**src/hdl/tcm_pkg.sv**
```systemverilog
/*
  Package of the tandem connection monitor: register map, reset values,
  overhead byte positions, multiframe layout and the carrier structs.
  Assumes the frame stream is bit serial, bit 1 of each byte first.
*/
package tcm_pkg;
  // ----------------------------------------------------------------
  // frame and multiframe layout
  // ----------------------------------------------------------------
  localparam logic [11:0] EM_POS = 12'h001;
  localparam logic [11:0] NR_POS = 12'h002;
  localparam logic [6:0] MF_LEN = 7'h4C;
  localparam logic [6:0] FAS_LAST = 7'h05;
  localparam logic [11:0] FAS_PAT = 12'hFFE;
  localparam logic [6:0] TTI_FIRST = 7'h08;
  localparam logic [6:0] TTI_LAST = 7'h47;
  localparam logic [6:0] RDI_IDX = 7'h48;
  localparam logic [6:0] ODI_IDX = 7'h49;
  localparam logic [2:0] UNEQ_N = 3'h5;
  localparam logic [2:0] PERSIST_N = 3'h5;
  // ----------------------------------------------------------------
  // register map
  // ----------------------------------------------------------------
  localparam logic [7:0] REG_CTRL = 8'h00;
  localparam logic [7:0] REG_DEG = 8'h04;
  localparam logic [7:0] REG_STAT = 8'h08;
  localparam logic [7:0] REG_EXTI = 8'h10;
  localparam logic [7:0] REG_ACTI = 8'h20;
  localparam logic [7:0] REG_PN_EBC = 8'h30;
  localparam logic [7:0] REG_PF_EBC = 8'h34;
  localparam logic [7:0] REG_POF_EBC = 8'h38;
  localparam logic [7:0] REG_PDS = 8'h3C;
  localparam logic [4:0] CTRL_RST = 5'h00;
  localparam logic [15:0] DEGTHR_RST = 16'h0010;
  localparam logic [3:0] DEGM_RST = 4'h3;
  localparam int DEGM_POS = 16;
  // ----------------------------------------------------------------
  // carriers
  // ----------------------------------------------------------------
  typedef struct packed {
    logic d;
    logic ck;
    logic fs;
    logic ssf;
  } tcm_link_s;
  typedef struct packed {
    logic timdis;
    logic odi_rep;
    logic rdi_rep;
    logic ssf_rep;
    logic mon;
  } tcm_ctrl_s;
  typedef struct packed {
    logic uneq;
    logic ltc;
    logic tim;
    logic deg;
    logic ssf;
    logic rdi;
    logic odi;
  } tcm_faults_s;
endpackage

```
**src/hdl/tcm_mfa.sv**
```systemverilog
/*
  Multiframe alignment on bits 7 and 8 of the overhead byte.
  Assumes one frame event pulse per frame, beside that frame's two bits.
*/
`timescale 1ns/1ps
module tcm_mfa
(
  input wire logic clk_i,
  input wire logic resetn_i,
  input wire logic frame_ev_i,
  input wire logic [1:0] bits_i,
  output logic in_mf_o,
  output logic [6:0] idx_o
);
  logic [11:0] sh_r;
  logic [11:0] sh_nxt;
  logic [6:0] idx_r;
  logic [6:0] idx_nxt;
  logic in_mf_r;
  logic in_mf_nxt;
  logic err_r;
  logic err_nxt;

  always_comb
  begin
    sh_nxt = sh_r;
    idx_nxt = idx_r;
    in_mf_nxt = in_mf_r;
    err_nxt = err_r;
    if (frame_ev_i)
    begin
      sh_nxt = {sh_r[9:0], bits_i};
      idx_nxt = (idx_r == tcm_pkg::MF_LEN - 7'h01) ? 7'h00 : idx_r + 7'h01;
      if (in_mf_r && idx_nxt == tcm_pkg::FAS_LAST)
      begin
        err_nxt = (sh_nxt != tcm_pkg::FAS_PAT);
        if (err_r && err_nxt)
          in_mf_nxt = 1'b0;
      end
      else if (!in_mf_r && sh_nxt == tcm_pkg::FAS_PAT)
      begin
        in_mf_nxt = 1'b1;
        idx_nxt = tcm_pkg::FAS_LAST;
        err_nxt = 1'b0;
      end
    end
  end

  always_ff @(posedge clk_i or negedge resetn_i)
  begin
    if (!resetn_i)
    begin
      sh_r <= 12'h000;
      idx_r <= 7'h00;
      in_mf_r <= 1'b0;
      err_r <= 1'b0;
    end
    else
    begin
      sh_r <= sh_nxt;
      idx_r <= idx_nxt;
      in_mf_r <= in_mf_nxt;
      err_r <= err_nxt;
    end
  end

  assign in_mf_o = in_mf_r;
  assign idx_o = idx_r;
endmodule

```
**src/hdl/tcm_monitor.sv**
```systemverilog
/*
  Non-intrusive tandem connection monitor sink for a serial frame stream.
  Assumes link signals are asynchronous pins, one_sec_i and eq_defect_i
  come from logic on clk_i, and the bus strobes are one cycle long.
*/
// Local design decisions: the strobed register port and the register addresses.
`timescale 1ns/1ps
module tcm_monitor
(
  input wire logic clk_i,
  input wire logic resetn_i,
  input tcm_pkg::tcm_link_s ci_i,
  input wire logic eq_defect_i,
  input wire logic one_sec_i,
  input wire logic [7:0] addr_i,
  input wire logic [31:0] wdata_i,
  input wire logic wr_i,
  input wire logic rd_i,
  output logic [31:0] rdata_o,
  output tcm_pkg::tcm_link_s ci_o,
  output logic tsf_o,
  output logic tsd_o,
  output tcm_pkg::tcm_faults_s faults_o
);
  // ----------------------------------------------------------------
  // pin synchronisers
  // ----------------------------------------------------------------
  tcm_pkg::tcm_link_s s1_r;
  tcm_pkg::tcm_link_s s2_r;
  logic ck_d_r;
  logic ck_rise;

  always_ff @(posedge clk_i or negedge resetn_i)
  begin
    if (!resetn_i)
    begin
      s1_r <= '0;
      s2_r <= '0;
      ck_d_r <= 1'b0;
    end
    else
    begin
      s1_r <= ci_i;
      s2_r <= s1_r;
      ck_d_r <= s2_r.ck;
    end
  end
  assign ck_rise = s2_r.ck && !ck_d_r;
  assign ci_o = s2_r;

  // ----------------------------------------------------------------
  // framing and overhead capture
  // ----------------------------------------------------------------
  logic [2:0] bitc_r, bitc_nxt;
  logic [11:0] bytec_r, bytec_nxt;
  logic [6:0] sh_r, sh_nxt;
  logic [7:0] par_r, par_nxt, prev_par_r, prev_par_nxt;
  logic [7:0] em_r, em_nxt, nr_r, nr_nxt;
  logic [1:0] seen_r, seen_nxt;
  logic nr_ev_r, nr_ev_nxt;
  logic [7:0] byte_v;

  always_comb
  begin
    bitc_nxt = bitc_r;
    bytec_nxt = bytec_r;
    sh_nxt = sh_r;
    par_nxt = par_r;
    prev_par_nxt = prev_par_r;
    em_nxt = em_r;
    nr_nxt = nr_r;
    seen_nxt = seen_r;
    nr_ev_nxt = 1'b0;
    byte_v = {sh_r, s2_r.d};
    if (ck_rise)
    begin
      sh_nxt = byte_v[6:0];
      if (s2_r.fs)
      begin
        bitc_nxt = 3'h1;
        bytec_nxt = 12'h000;
        // parity of the whole preceding frame
        prev_par_nxt = par_r;
        par_nxt = 8'h00;
        seen_nxt = {seen_r[0], 1'b1};
      end
      else
      begin
        bitc_nxt = bitc_r + 3'h1;
        if (bitc_nxt == 3'h0)
        begin
          bytec_nxt = bytec_r + 12'h001;
          par_nxt = par_r ^ byte_v;
          if (bytec_r == tcm_pkg::EM_POS)
            em_nxt = byte_v;
          // no processing until a whole previous frame was seen
          if (bytec_r == tcm_pkg::NR_POS && seen_r[1])
          begin
            nr_nxt = byte_v;
            nr_ev_nxt = 1'b1;
          end
        end
      end
    end
  end

  always_ff @(posedge clk_i or negedge resetn_i)
  begin
    if (!resetn_i)
    begin
      bitc_r <= 3'h0;
      bytec_r <= 12'h000;
      sh_r <= 7'h00;
      par_r <= 8'h00;
      prev_par_r <= 8'h00;
      em_r <= 8'h00;
      nr_r <= 8'h00;
      seen_r <= 2'h0;
      nr_ev_r <= 1'b0;
    end
    else
    begin
      bitc_r <= bitc_nxt;
      bytec_r <= bytec_nxt;
      sh_r <= sh_nxt;
      par_r <= par_nxt;
      prev_par_r <= prev_par_nxt;
      em_r <= em_nxt;
      nr_r <= nr_nxt;
      seen_r <= seen_nxt;
      nr_ev_r <= nr_ev_nxt;
    end
  end

  // ----------------------------------------------------------------
  // per-frame checks
  // ----------------------------------------------------------------
  logic [3:0] non, iec, diff;
  logic nn_b_r, nn_b_nxt, nf_b_r, nf_b_nxt, nof_b_r, nof_b_nxt;
  logic [2:0] uneq_cnt_r, uneq_cnt_nxt;
  logic d_uneq_r, d_uneq_nxt;
  logic mf_ev_r;
  logic in_mf;
  logic [6:0] mf_idx;

  always_comb
  begin
    non = 4'h0;
    for (int i = 0; i < 8; i++)
      non = non + {3'h0, prev_par_r[i] ^ em_r[i]};
    iec = nr_r[7:4];
    diff = (non > iec) ? non - iec : iec - non;
    nn_b_nxt = 1'b0;
    nf_b_nxt = 1'b0;
    nof_b_nxt = 1'b0;
    uneq_cnt_nxt = uneq_cnt_r;
    d_uneq_nxt = d_uneq_r;
    if (nr_ev_r)
    begin
      nn_b_nxt = (diff >= 4'h1);
      nf_b_nxt = nr_r[3];
      nof_b_nxt = nr_r[2];
      if ((nr_r == 8'h00) != d_uneq_r)
      begin
        uneq_cnt_nxt = uneq_cnt_r + 3'h1;
        if (uneq_cnt_nxt == tcm_pkg::UNEQ_N)
        begin
          d_uneq_nxt = !d_uneq_r;
          uneq_cnt_nxt = 3'h0;
        end
      end
      else
        uneq_cnt_nxt = 3'h0;
    end
  end

  always_ff @(posedge clk_i or negedge resetn_i)
  begin
    if (!resetn_i)
    begin
      nn_b_r <= 1'b0;
      nf_b_r <= 1'b0;
      nof_b_r <= 1'b0;
      uneq_cnt_r <= 3'h0;
      d_uneq_r <= 1'b0;
      mf_ev_r <= 1'b0;
    end
    else
    begin
      nn_b_r <= nn_b_nxt;
      nf_b_r <= nf_b_nxt;
      nof_b_r <= nof_b_nxt;
      uneq_cnt_r <= uneq_cnt_nxt;
      d_uneq_r <= d_uneq_nxt;
      mf_ev_r <= nr_ev_r;
    end
  end

  tcm_mfa u_mfa
  (
    .clk_i(clk_i),
    .resetn_i(resetn_i),
    .frame_ev_i(nr_ev_r),
    .bits_i(nr_r[1:0]),
    .in_mf_o(in_mf),
    .idx_o(mf_idx)
  );

  // ----------------------------------------------------------------
  // trace, remote and outgoing indications
  // ----------------------------------------------------------------
  logic [127:0] rx_r, rx_nxt, last_r, last_nxt, acti_r, acti_nxt, exti_r;
  logic tim_raw_r, tim_raw_nxt;
  logic [1:0] d_rx;
  tcm_pkg::tcm_ctrl_s ctrl_r;
  logic d_ltc, d_tim;

  always_comb
  begin
    rx_nxt = rx_r;
    last_nxt = last_r;
    acti_nxt = acti_r;
    tim_raw_nxt = tim_raw_r;
    // trace bits collected only while aligned
    if (mf_ev_r && in_mf && mf_idx >= tcm_pkg::TTI_FIRST && mf_idx <= tcm_pkg::TTI_LAST)
    begin
      rx_nxt = {rx_r[125:0], nr_r[1:0]};
      if (mf_idx == tcm_pkg::TTI_LAST)
      begin
        last_nxt = rx_nxt;
        // two equal traces in a row before acceptance, against bit errors
        if (rx_nxt == last_r)
          acti_nxt = rx_nxt;
        // refreshed once per multiframe, well under a second
        tim_raw_nxt = (acti_nxt != exti_r);
      end
    end
  end

  always_ff @(posedge clk_i or negedge resetn_i)
  begin
    if (!resetn_i)
    begin
      rx_r <= '0;
      last_r <= '0;
      acti_r <= '0;
      tim_raw_r <= 1'b0;
    end
    else
    begin
      rx_r <= rx_nxt;
      last_r <= last_nxt;
      acti_r <= acti_nxt;
      tim_raw_r <= tim_raw_nxt;
    end
  end

  assign d_ltc = !in_mf;
  // held off on server fail or by control
  assign d_tim = tim_raw_r && !ctrl_r.timdis && !s2_r.ssf;

  // index 0 is RDI (bit 8), index 1 is ODI (bit 7)
  for (genvar k = 0; k < 2; k++)
  begin : g_ind
    logic [2:0] cnt_r, cnt_nxt;
    logic d_r, d_nxt, smp;
    always_comb
    begin
      cnt_nxt = cnt_r;
      d_nxt = d_r;
      smp = nr_r[k];
      // one per multiframe, five in a row flips the defect
      if (mf_ev_r && in_mf && mf_idx == (k == 0 ? tcm_pkg::RDI_IDX : tcm_pkg::ODI_IDX))
      begin
        if (smp != d_r)
        begin
          cnt_nxt = cnt_r + 3'h1;
          if (cnt_nxt == tcm_pkg::PERSIST_N)
          begin
            d_nxt = smp;
            cnt_nxt = 3'h0;
          end
        end
        else
          cnt_nxt = 3'h0;
      end
    end
    always_ff @(posedge clk_i or negedge resetn_i)
    begin
      if (!resetn_i)
      begin
        cnt_r <= 3'h0;
        d_r <= 1'b0;
      end
      else
      begin
        cnt_r <= cnt_nxt;
        d_r <= d_nxt;
      end
    end
    assign d_rx[k] = d_r;
  end

  // ----------------------------------------------------------------
  // degrade and one-second counts
  // ----------------------------------------------------------------
  logic [19:0] nn_acc_r, nn_acc_nxt, nf_acc_r, nf_acc_nxt, nof_acc_r, nof_acc_nxt;
  logic [19:0] pn_r, pn_nxt, pf_r, pf_nxt, pof_r, pof_nxt;
  logic [2:0] ds_acc_r, ds_acc_nxt, pds_r, pds_nxt, ds_now;
  logic [3:0] deg_cnt_r, deg_cnt_nxt;
  logic d_deg_r, d_deg_nxt, bad;
  logic [15:0] degthr_r;
  logic [3:0] degm_r;

  always_comb
  begin
    // near-end, far-end and outgoing far-end defect seconds
    ds_now = {d_rx[1], d_rx[0], tsf_o || eq_defect_i};
    nn_acc_nxt = nn_acc_r + {19'h0, nn_b_r};
    nf_acc_nxt = nf_acc_r + {19'h0, nf_b_r};
    nof_acc_nxt = nof_acc_r + {19'h0, nof_b_r};
    ds_acc_nxt = ds_acc_r | ds_now;
    pn_nxt = pn_r;
    pf_nxt = pf_r;
    pof_nxt = pof_r;
    pds_nxt = pds_r;
    deg_cnt_nxt = deg_cnt_r;
    d_deg_nxt = d_deg_r;
    bad = (nn_acc_nxt >= {4'h0, degthr_r});
    // latch and restart on the tick
    if (one_sec_i)
    begin
      pn_nxt = nn_acc_nxt;
      pf_nxt = nf_acc_nxt;
      pof_nxt = nof_acc_nxt;
      pds_nxt = ds_acc_nxt;
      nn_acc_nxt = 20'h0;
      nf_acc_nxt = 20'h0;
      nof_acc_nxt = 20'h0;
      ds_acc_nxt = 3'h0;
      // run of degm bad or good seconds flips the defect
      if (bad != d_deg_r)
      begin
        deg_cnt_nxt = deg_cnt_r + 4'h1;
        if (deg_cnt_nxt >= degm_r)
        begin
          d_deg_nxt = bad;
          deg_cnt_nxt = 4'h0;
        end
      end
      else
        deg_cnt_nxt = 4'h0;
    end
  end

  always_ff @(posedge clk_i or negedge resetn_i)
  begin
    if (!resetn_i)
    begin
      nn_acc_r <= 20'h0;
      nf_acc_r <= 20'h0;
      nof_acc_r <= 20'h0;
      ds_acc_r <= 3'h0;
      pn_r <= 20'h0;
      pf_r <= 20'h0;
      pof_r <= 20'h0;
      pds_r <= 3'h0;
      deg_cnt_r <= 4'h0;
      d_deg_r <= 1'b0;
    end
    else
    begin
      nn_acc_r <= nn_acc_nxt;
      nf_acc_r <= nf_acc_nxt;
      nof_acc_r <= nof_acc_nxt;
      ds_acc_r <= ds_acc_nxt;
      pn_r <= pn_nxt;
      pf_r <= pf_nxt;
      pof_r <= pof_nxt;
      pds_r <= pds_nxt;
      deg_cnt_r <= deg_cnt_nxt;
      d_deg_r <= d_deg_nxt;
    end
  end

  // ----------------------------------------------------------------
  // consequent actions and fault causes
  // ----------------------------------------------------------------
  tcm_pkg::tcm_faults_s cf_nxt;
  logic tsf_nxt, clean;

  always_comb
  begin
    tsf_nxt = s2_r.ssf || d_uneq_r || d_tim || d_ltc;
    clean = !d_uneq_r && !d_tim && !d_ltc;
    cf_nxt.uneq = ctrl_r.mon && d_uneq_r;
    cf_nxt.ltc = ctrl_r.mon && !d_uneq_r && d_ltc;
    cf_nxt.tim = ctrl_r.mon && !d_uneq_r && !d_ltc && d_tim;
    cf_nxt.deg = ctrl_r.mon && !d_tim && !d_ltc && d_deg_r;
    cf_nxt.ssf = ctrl_r.mon && s2_r.ssf && ctrl_r.ssf_rep;
    cf_nxt.rdi = ctrl_r.mon && clean && d_rx[0] && ctrl_r.rdi_rep;
    cf_nxt.odi = ctrl_r.mon && clean && d_rx[1] && ctrl_r.odi_rep;
  end

  always_ff @(posedge clk_i or negedge resetn_i)
  begin
    if (!resetn_i)
    begin
      faults_o <= '0;
      tsf_o <= 1'b0;
      tsd_o <= 1'b0;
    end
    else
    begin
      faults_o <= cf_nxt;
      tsf_o <= tsf_nxt;
      tsd_o <= d_deg_r;
    end
  end

  // ----------------------------------------------------------------
  // register port
  // ----------------------------------------------------------------
  tcm_pkg::tcm_ctrl_s ctrl_nxt;
  logic [15:0] degthr_nxt;
  logic [3:0] degm_nxt;
  logic [127:0] exti_nxt;
  logic [31:0] rdata_nxt;

  always_comb
  begin
    ctrl_nxt = ctrl_r;
    degthr_nxt = degthr_r;
    degm_nxt = degm_r;
    exti_nxt = exti_r;
    rdata_nxt = 32'h0;
    if (wr_i && addr_i == tcm_pkg::REG_CTRL)
      ctrl_nxt = wdata_i[4:0];
    if (wr_i && addr_i == tcm_pkg::REG_DEG)
    begin
      degthr_nxt = wdata_i[15:0];
      degm_nxt = wdata_i[tcm_pkg::DEGM_POS +: 4];
    end
    for (int w = 0; w < 4; w++)
    begin
      if (wr_i && addr_i == tcm_pkg::REG_EXTI + 8'(4 * w))
        exti_nxt[32 * (3 - w) +: 32] = wdata_i;
      if (rd_i && addr_i == tcm_pkg::REG_EXTI + 8'(4 * w))
        rdata_nxt = exti_r[32 * (3 - w) +: 32];
      if (rd_i && addr_i == tcm_pkg::REG_ACTI + 8'(4 * w))
        rdata_nxt = acti_r[32 * (3 - w) +: 32];
    end
    if (rd_i)
    begin
      case (addr_i)
        tcm_pkg::REG_CTRL: rdata_nxt = {27'h0, ctrl_r};
        tcm_pkg::REG_DEG: rdata_nxt = {12'h0, degm_r, degthr_r};
        tcm_pkg::REG_STAT: rdata_nxt = {25'h0, d_rx, d_deg_r, d_tim, d_ltc, d_uneq_r, in_mf};
        tcm_pkg::REG_PN_EBC: rdata_nxt = {12'h0, pn_r};
        tcm_pkg::REG_PF_EBC: rdata_nxt = {12'h0, pf_r};
        tcm_pkg::REG_POF_EBC: rdata_nxt = {12'h0, pof_r};
        tcm_pkg::REG_PDS: rdata_nxt = {29'h0, pds_r};
        default: ;
      endcase
    end
  end

  always_ff @(posedge clk_i or negedge resetn_i)
  begin
    if (!resetn_i)
    begin
      ctrl_r <= tcm_pkg::CTRL_RST;
      degthr_r <= tcm_pkg::DEGTHR_RST;
      degm_r <= tcm_pkg::DEGM_RST;
      exti_r <= '0;
      rdata_o <= 32'h0;
    end
    else
    begin
      ctrl_r <= ctrl_nxt;
      degthr_r <= degthr_nxt;
      degm_r <= degm_nxt;
      exti_r <= exti_nxt;
      rdata_o <= rdata_nxt;
    end
  end
endmodule

```
**config.mk**
```make
export PLATFORM = sky130hd
export DESIGN_NAME = tcm_monitor
export DESIGN_NICKNAME = d
export VERILOG_FILES = /design/src/hdl/tcm_pkg.sv /design/src/hdl/tcm_mfa.sv /design/src/hdl/tcm_monitor.sv
export SDC_FILE = /design/constraint.sdc
export NUM_CORES = 2
export LEC_CHECK = 0
export ABC_CLOCK_PERIOD_IN_PS = 7100
export BUFFER_PORTS_ARGS = -buffer_cell sky130_fd_sc_hd__buf_2
export CAP_MARGIN = 20
export CORE_MARGIN = 8
export CORE_UTILIZATION = 45
export DETAILED_ROUTE_END_ITERATION = 6
export GPL_ROUTABILITY_DRIVEN = 0
export SETUP_SLACK_MARGIN = 0.05
export SLEW_MARGIN = 20
export SYNTH_ARGS = -nofsm -noshare
export SYNTH_HDL_FRONTEND = slang
export SYNTH_SLANG_ARGS = --single-unit
```
**constraint.sdc**
```tcl
create_clock -name clk_i -period 7.1 [get_ports clk_i]
set_input_delay 0 -clock clk_i [delete_from_list [all_inputs] [get_ports clk_i]]
set_output_delay 0 -clock clk_i [all_outputs]
set_load 0.01 [all_outputs]
```
## Word-level counts from Yosys, hierarchy flattened

Index checks and enable logic that the tools add are counted.

- Add/sub/neg operators: 19
- $lt $le $gt $ge: 6
- Equal/unequal tests: 33
- Multiplexer cells: 46
- Bitwise gates (word level): 11
- Reduce and logical (&&, ||, !) cells: 69

Operators by type and width:

| cell | number |
|---|---|
| 128-bit 2-to-1 mux | 3 |
| 32-bit 2-to-1 mux | 9 |
| 32-bit one-hot mux with 7 select lines | 1 |
| 128-bit == test | 1 |
| 128-bit inequality test | 1 |
| 8-bit by 6-bit == test with 1-bit output, second input constant | 8 |
| 20-bit by 1-bit adder with 20-bit output | 3 |
| 20-bit 2-to-1 mux | 3 |
| 1-bit logical AND | 43 |
| 8-bit by 5-bit == test with 1-bit output, second input constant | 4 |
| 7-bit == test, second input constant | 4 |
| 12-bit 2-to-1 mux | 2 |
| 3-bit 2-to-1 mux | 8 |
| 7-bit 2-to-1 mux | 3 |
| 20-bit by 16-bit greater-or-equal comparator with 1-bit output | 1 |
| 4-bit by 1-bit adder with 4-bit output | 4 |
| 8-bit zero test | 2 |
| 8-bit 2-to-1 mux | 2 |
| 3-bit AND reduction | 5 |
| 12-bit by 1-bit adder with 12-bit output, second input constant | 1 |
| 3-bit by 1-bit adder with 3-bit output, second input constant | 4 |
| 12-bit by 1-bit == test with 1-bit output, second input constant | 1 |
| 12-bit == test, second input constant | 1 |
| 12-bit by 2-bit == test with 1-bit output, second input constant | 1 |
| other kinds (30) | 69 |

- Bits in registers: 809
- Output and inout bits: 45
- Word-level logic and storage cells: 251

## Logic depth before layout (Yosys ltp)

- Depth after elaboration: 12
- Depth in mapped cells: 19

## By module

Synthesis repeated with hierarchy kept, for this count alone.

- Cell total of the unflattened synthesis: 3503
- Area, all modules: 38451.9 um2

By module, submodules not included:

| module | times used | cells an instance | area an instance (um2) | sequential area each (um2) |
|---|---|---|---|---|
| tcm_monitor | 1 | 3402 | 37429.6 | 19772.7 |
| tcm_mfa | 1 | 101 | 1022.2 | 475.5 |

## Worst setup path before layout

OpenSTA, ideal clock, no wires.

- Path type: register to register
- From: reg em_r[0]
- To: reg nn_b_r
- Library setup time: 119 ps
- Arrival: 4931 ps
- Data required time: 6981 ps
- Path slack: 2051 ps
- Stages on the path, launching flop included: 20
- Buffers on the path: 0
- Cell sequence: dfrtp_1 > xor2_1 > fa_1 > fa_1 > inv_1 > fa_1 > inv_1 > ha_1 > inv_1 > fa_1 > fa_1 > inv_1 > a21o_1 > a21oi_1 > a41oi_1 > mux2i_1 > a221o_1 > a221oi_1 > xnor2_1 > o21a_1

- Cells in the longest elaborated chain, start to end: 12
- Elaborated cells between the ends (all ways): 14
- Classes of those cells: 9 x add/sub; 2 x order compare; 2 x mux; 1 x bitwise

Ends and longest elaborated chain:

| element | line | RTL |
|---|---|---|
| start, declared | tcm_monitor.sv:58 | `logic [7:0] em_r, em_nxt, nr_r, nr_nxt;` |
| start signal, assigned | tcm_monitor.sv:128 | `em_r <= em_nxt;` |
| 1-bit bitwise XOR (*) | tcm_monitor.sv:150 | `non = non + {3'h0, prev_par_r[i] ^ em_r[i]};` |
| 1-bit by 1-bit adder with 2-bit output (*) | tcm_monitor.sv:150 |  |
| 2-bit by 1-bit adder with 3-bit output (*) | tcm_monitor.sv:150 |  |
| 3-bit by 1-bit adder with 4-bit output (*) | tcm_monitor.sv:150 |  |
| 4-bit by 1-bit adder with 4-bit output (*) (4 in series) | tcm_monitor.sv:150 |  |
| 4-bit subtractor or 4-bit > comparator (tied branches) | tcm_monitor.sv:152 | `diff = (non > iec) ? non - iec : iec - non;` |
| 4-bit 2-to-1 mux (*) | tcm_monitor.sv:152 |  |
| 4-bit by 1-bit greater-or-equal comparator with 1-bit output (*) | tcm_monitor.sv:160 | `nn_b_nxt = (diff >= 4'h1);` |
| 1-bit 2-to-1 mux (*) | tcm_monitor.sv:158 | `if (nr_ev_r)` |
| via nn_b_nxt | tcm_monitor.sv:139 | `logic nn_b_r, nn_b_nxt, nf_b_r, nf_b_nxt, nof_b_r, nof_b_nxt;` |
| end signal, assigned | tcm_monitor.sv:190 | `nn_b_r <= nn_b_nxt;` |
| end, declared | tcm_monitor.sv:139 |  |

Mark *: on every way through the listed nets, which the timed path passes. The rest lies on a longest branch.
A chain may end at the register's enable or synchronous reset.

## Worst setup path in the final report

- From: reg rx_r[52]
- To: reg tim_raw_r

- Cells in the longest elaborated chain, start to end: 5

Ends and longest elaborated chain:

| element | line | RTL |
|---|---|---|
| start, declared | tcm_monitor.sv:212 | `logic [127:0] rx_r, rx_nxt, last_r, last_nxt, acti_r, acti_nxt, exti_r;` |
| start signal, assigned | tcm_monitor.sv:251 | `rx_r <= rx_nxt;` |
| 128-bit == test | tcm_monitor.sv:232 | `if (rx_nxt == last_r)` |
| 128-bit 2-to-1 mux (*) | tcm_monitor.sv:232 |  |
| 128-bit 2-to-1 mux (*) | tcm_monitor.sv:228 | `if (mf_idx == tcm_pkg::TTI_LAST)` |
| 128-bit 2-to-1 mux (*) | tcm_monitor.sv:225 | `if (mf_ev_r && in_mf && mf_idx >= tcm_pkg::TTI_FIRST && mf_idx <= tcm_pkg::TTI_LAST)` |
| 128-bit inequality test (*) | tcm_monitor.sv:235 | `tim_raw_nxt = (acti_nxt != exti_r);` |
| end signal, assigned | tcm_monitor.sv:254 | `tim_raw_r <= tim_raw_nxt;` |
| end, declared | tcm_monitor.sv:213 | `logic tim_raw_r, tim_raw_nxt;` |

Every way passes the cells marked *; elsewhere a longest branch is shown, timed or not. The select of a mux whose other input is x is not followed.

==> qor.txt <==
run status: finished with violations
failing checks: DRC
Post-synth EDFFs: 0
Critical Path RT: 7.66 ns
Lkg Pwr: 20.8 nW
initial cell density of the core: 45.2%
Final Max Slew Viols: 0
Clock Tree Buf Depth: 3
arrival time at the worst endpoint: 6.21 ns
clock root buffer: clkbuf_16
I/O Pins: 95
CTS tree: yes
top-count cell post-synth: dfrtp_1
Synth top area share: 52.7%
total number of vias: 28700
vias per inst: 5.85
H-tree depth: 3
min-delay worst type: in -> reg
global-route wire length before repair: 190 mm
final period utilization: 79.6%
biggest area consumer among synthesized cells: dfrtp_1
Mapped Nets: 3678
startpoint types: flop
synthesized area per cell: 10.7 um2
Die H: 308 um
Worst Skew: 0.0616 ns
Area contributors post-synth: dfrtp_1 53%, mux2_2 11%, nand2_1 5.3%
Warnings, synthesis: 0
Synth cell types: 68
worst-path maximum fanout: 60
vias in the first global route: 28100
Final #Nets: 3794
Iter 0 DRT Violations: 3316
asr flop ratio synth: 100%
final core utilization: 51.7%
worst r2r src: rx_r[52]
Post-Syn Instances: 3570
Sink Count: 809
reg2reg path depth: 12
detailed placement HPWL: 90.2 mm
Seq/Total Area, Yosys: 52.9%
setup TNS: 0 ns
RSZ-0062 raised after global routing: false
initial antenna violation count: 3
# rows: 107
worst hold path depth: 5
final wirelength: 128 mm
grt ovf: 0
largest net degree at the start of global routing: 180
ys flop type: dfrtp_1
Final min period: 5.65 ns
Cell Pwr Density: 238 mW/mm2
Slew headroom: 23.9%
Max VDD drop: 0.179 mV
most common library cells after synthesis: 806 x dfrtp_1, 544 x nand2_1, 387 x mux2_2
R2R Setup Slk: 1.45 ns
WHS: 0.0580 ns
cts repair resizes: 0
die width: 308 um
pre-CTS setup slack: 1.72 ns
overall power: 0.0104 W
Critical Path End Type: flop
Fill cells: 7574
multi-input combinational cell area: 0.0168 mm2
CTS clk-pin slew, worst paths: 0.07 ns
layout cells sized above 1: 19.0%
Worst Tran Pin Value: 1.14 ns
Worst Slack Setup Final: 1.45 ns
area grow syn2layout: 14.5%
post-synthesis cell area: 0.0383 mm2
Residual DRC: 17
drt wl/cell: 26.0 um
CP endpoint: tim_raw_r
DRT Pass-1 Iters: 7
flops & latches, synth: 809
Critical Setup Path Class: reg -> reg
# setup viols final: 0
Final ANT Viol Nets: 0
total CTS buffers: 91
Port Buffers: 94
GRT Overall Usage: 26.8%
Core ar.: 0.0847 mm2
Die ar.: 0.0947 mm2
FF/Latch Area: 0.0202 mm2
Max Clk Rate: 0.177 GHz
final hold vios: 0
Clk Latency, worst-skew pair: 0.68 ns
crit path from: rx_r[52]
Worst R2R End: tim_raw_r
max-capacitance violation count: 0
[final cells by class]
cell class / count / share of cell area (%)
multi-input cells: 2420 / 38.3
well taps: 1144 / 3.27
flip-flops and latches: 809 / 46.2
clock inverters: 40 / 1.47
repair buffers: 194 / 3.31
clock buffers: 126 / 5.93
diodes: 3 / 0.0171
inverters: 170 / 1.46
[worst min path at each step]
stage,start,end,slack [ns]
2_1_floorplan,resetn_i,acti_r[0],-0.30
3_3_place_gp,resetn_i,rx_r[124],0.05
3_5_place_dp,resetn_i,rx_r[122],0.04
4_1_cts,rd_i,rdata_o[6],0.04
5_1_grt,rd_i,rdata_o[16],0.08
6_report,rd_i,rdata_o[16],0.06
[cell families after synthesis]
group,synth area share [%]
simple gates,12.3
flops,52.9
compound gates,9.73
mux,12.8
buf+inv,3.44
xor+xnor,6.84
fa+ha+maj,2.01
[placed cells by master, fill, tap and decap left out, types with 21 or more instances in the layout]
cell type / Yosys / layout
dfrtp_1: 806 / 806
nand2_1: 544 / 544
mux2_2: 387 / 387
nor2_1: 214 / 206
xnor2_1: 196 / 196
inv_1: 170 / 170
o21ai_0: 138 / 138
xor2_1: 101 / 101
a22oi_1: 95 / 95
nand3_1: 95 / 92
clkbuf_16: 0 / 92
buf_2: 15 / 92
a21oi_1: 89 / 88
nand4_1: 66 / 66
mux2i_1: 55 / 55
ha_1: 52 / 52
dlygate4sd3_1: 0 / 47
buf_4: 1 / 46
a221oi_1: 42 / 42
o22ai_1: 41 / 41
nor4_1: 34 / 34
a22o_1: 33 / 33
a222oi_1: 21 / 21
a31oi_1: 21 / 21
[per-stage QoR]
| step | instances | cell area [um2] |
|---|---|---|
| 3_3_place_gp | 4689 | 40100 |
| 4_1_cts | 4902 | 43800 |
| 3_5_place_dp | 4689 | 40100 |
| 5_1_grt | 4903 | 43800 |
| 2_1_floorplan | 3570 | 38300 |
| 6_report | 4906 | 43800 |
[worst max-delay path, cell delays in order (launching register included)]
cell and delay, ns:
dfrtp_1 0.45, xnor2_1 0.41, nand4_1 0.46, nor4_1 0.71, nand4_2 0.47, or2_4 0.70, buf_12 0.34, mux2i_1 0.26
o221ai_1 0.33, a211oi_1 0.68, o2111ai_1 0.24, nor4_1 0.32, a21oi_1 0.10
[per-layer routing]
layer	part of all wire (%)	vias to the layer above	global-route usage, %
li1	-	12700	-
met1	42	14300	36.4
met2	42	1366	38.8
met3	9.0	399	6.84
met4	6.8	0	15.4
met5	0	-	0
[report_power, final]
| group | internal [W] | total [W] | switching, W |
|---|---|---|---|
| sequential | 0.00470 | 0.00484 | 0.000136 |
| clock | 0.00308 | 0.00508 | 0.00200 |
| combinational | 0.000199 | 0.000522 | 0.000323 |
| total | 0.00799 | 0.0104 | 0.00246 |
[repair_timing]
action / in CTS / in global routing
setup buffers: 0 / 0
hold buffers: 47 / 0
endpoints found under the hold margin: 323 / 0
[registers in the layout, indices dropped and copies added, names as in the netlist, 12 cells and up]
register	count
exti_r	128
nf_acc_r	20
pf_r	20
nn_acc_r	20
nof_acc_r	20
bytec_r	12
pof_r	20
rdata_o	32
pn_r	20
degthr_r	16
acti_r	128
last_r	128
rx_r	126
Power figures use the tool's default switching activity.
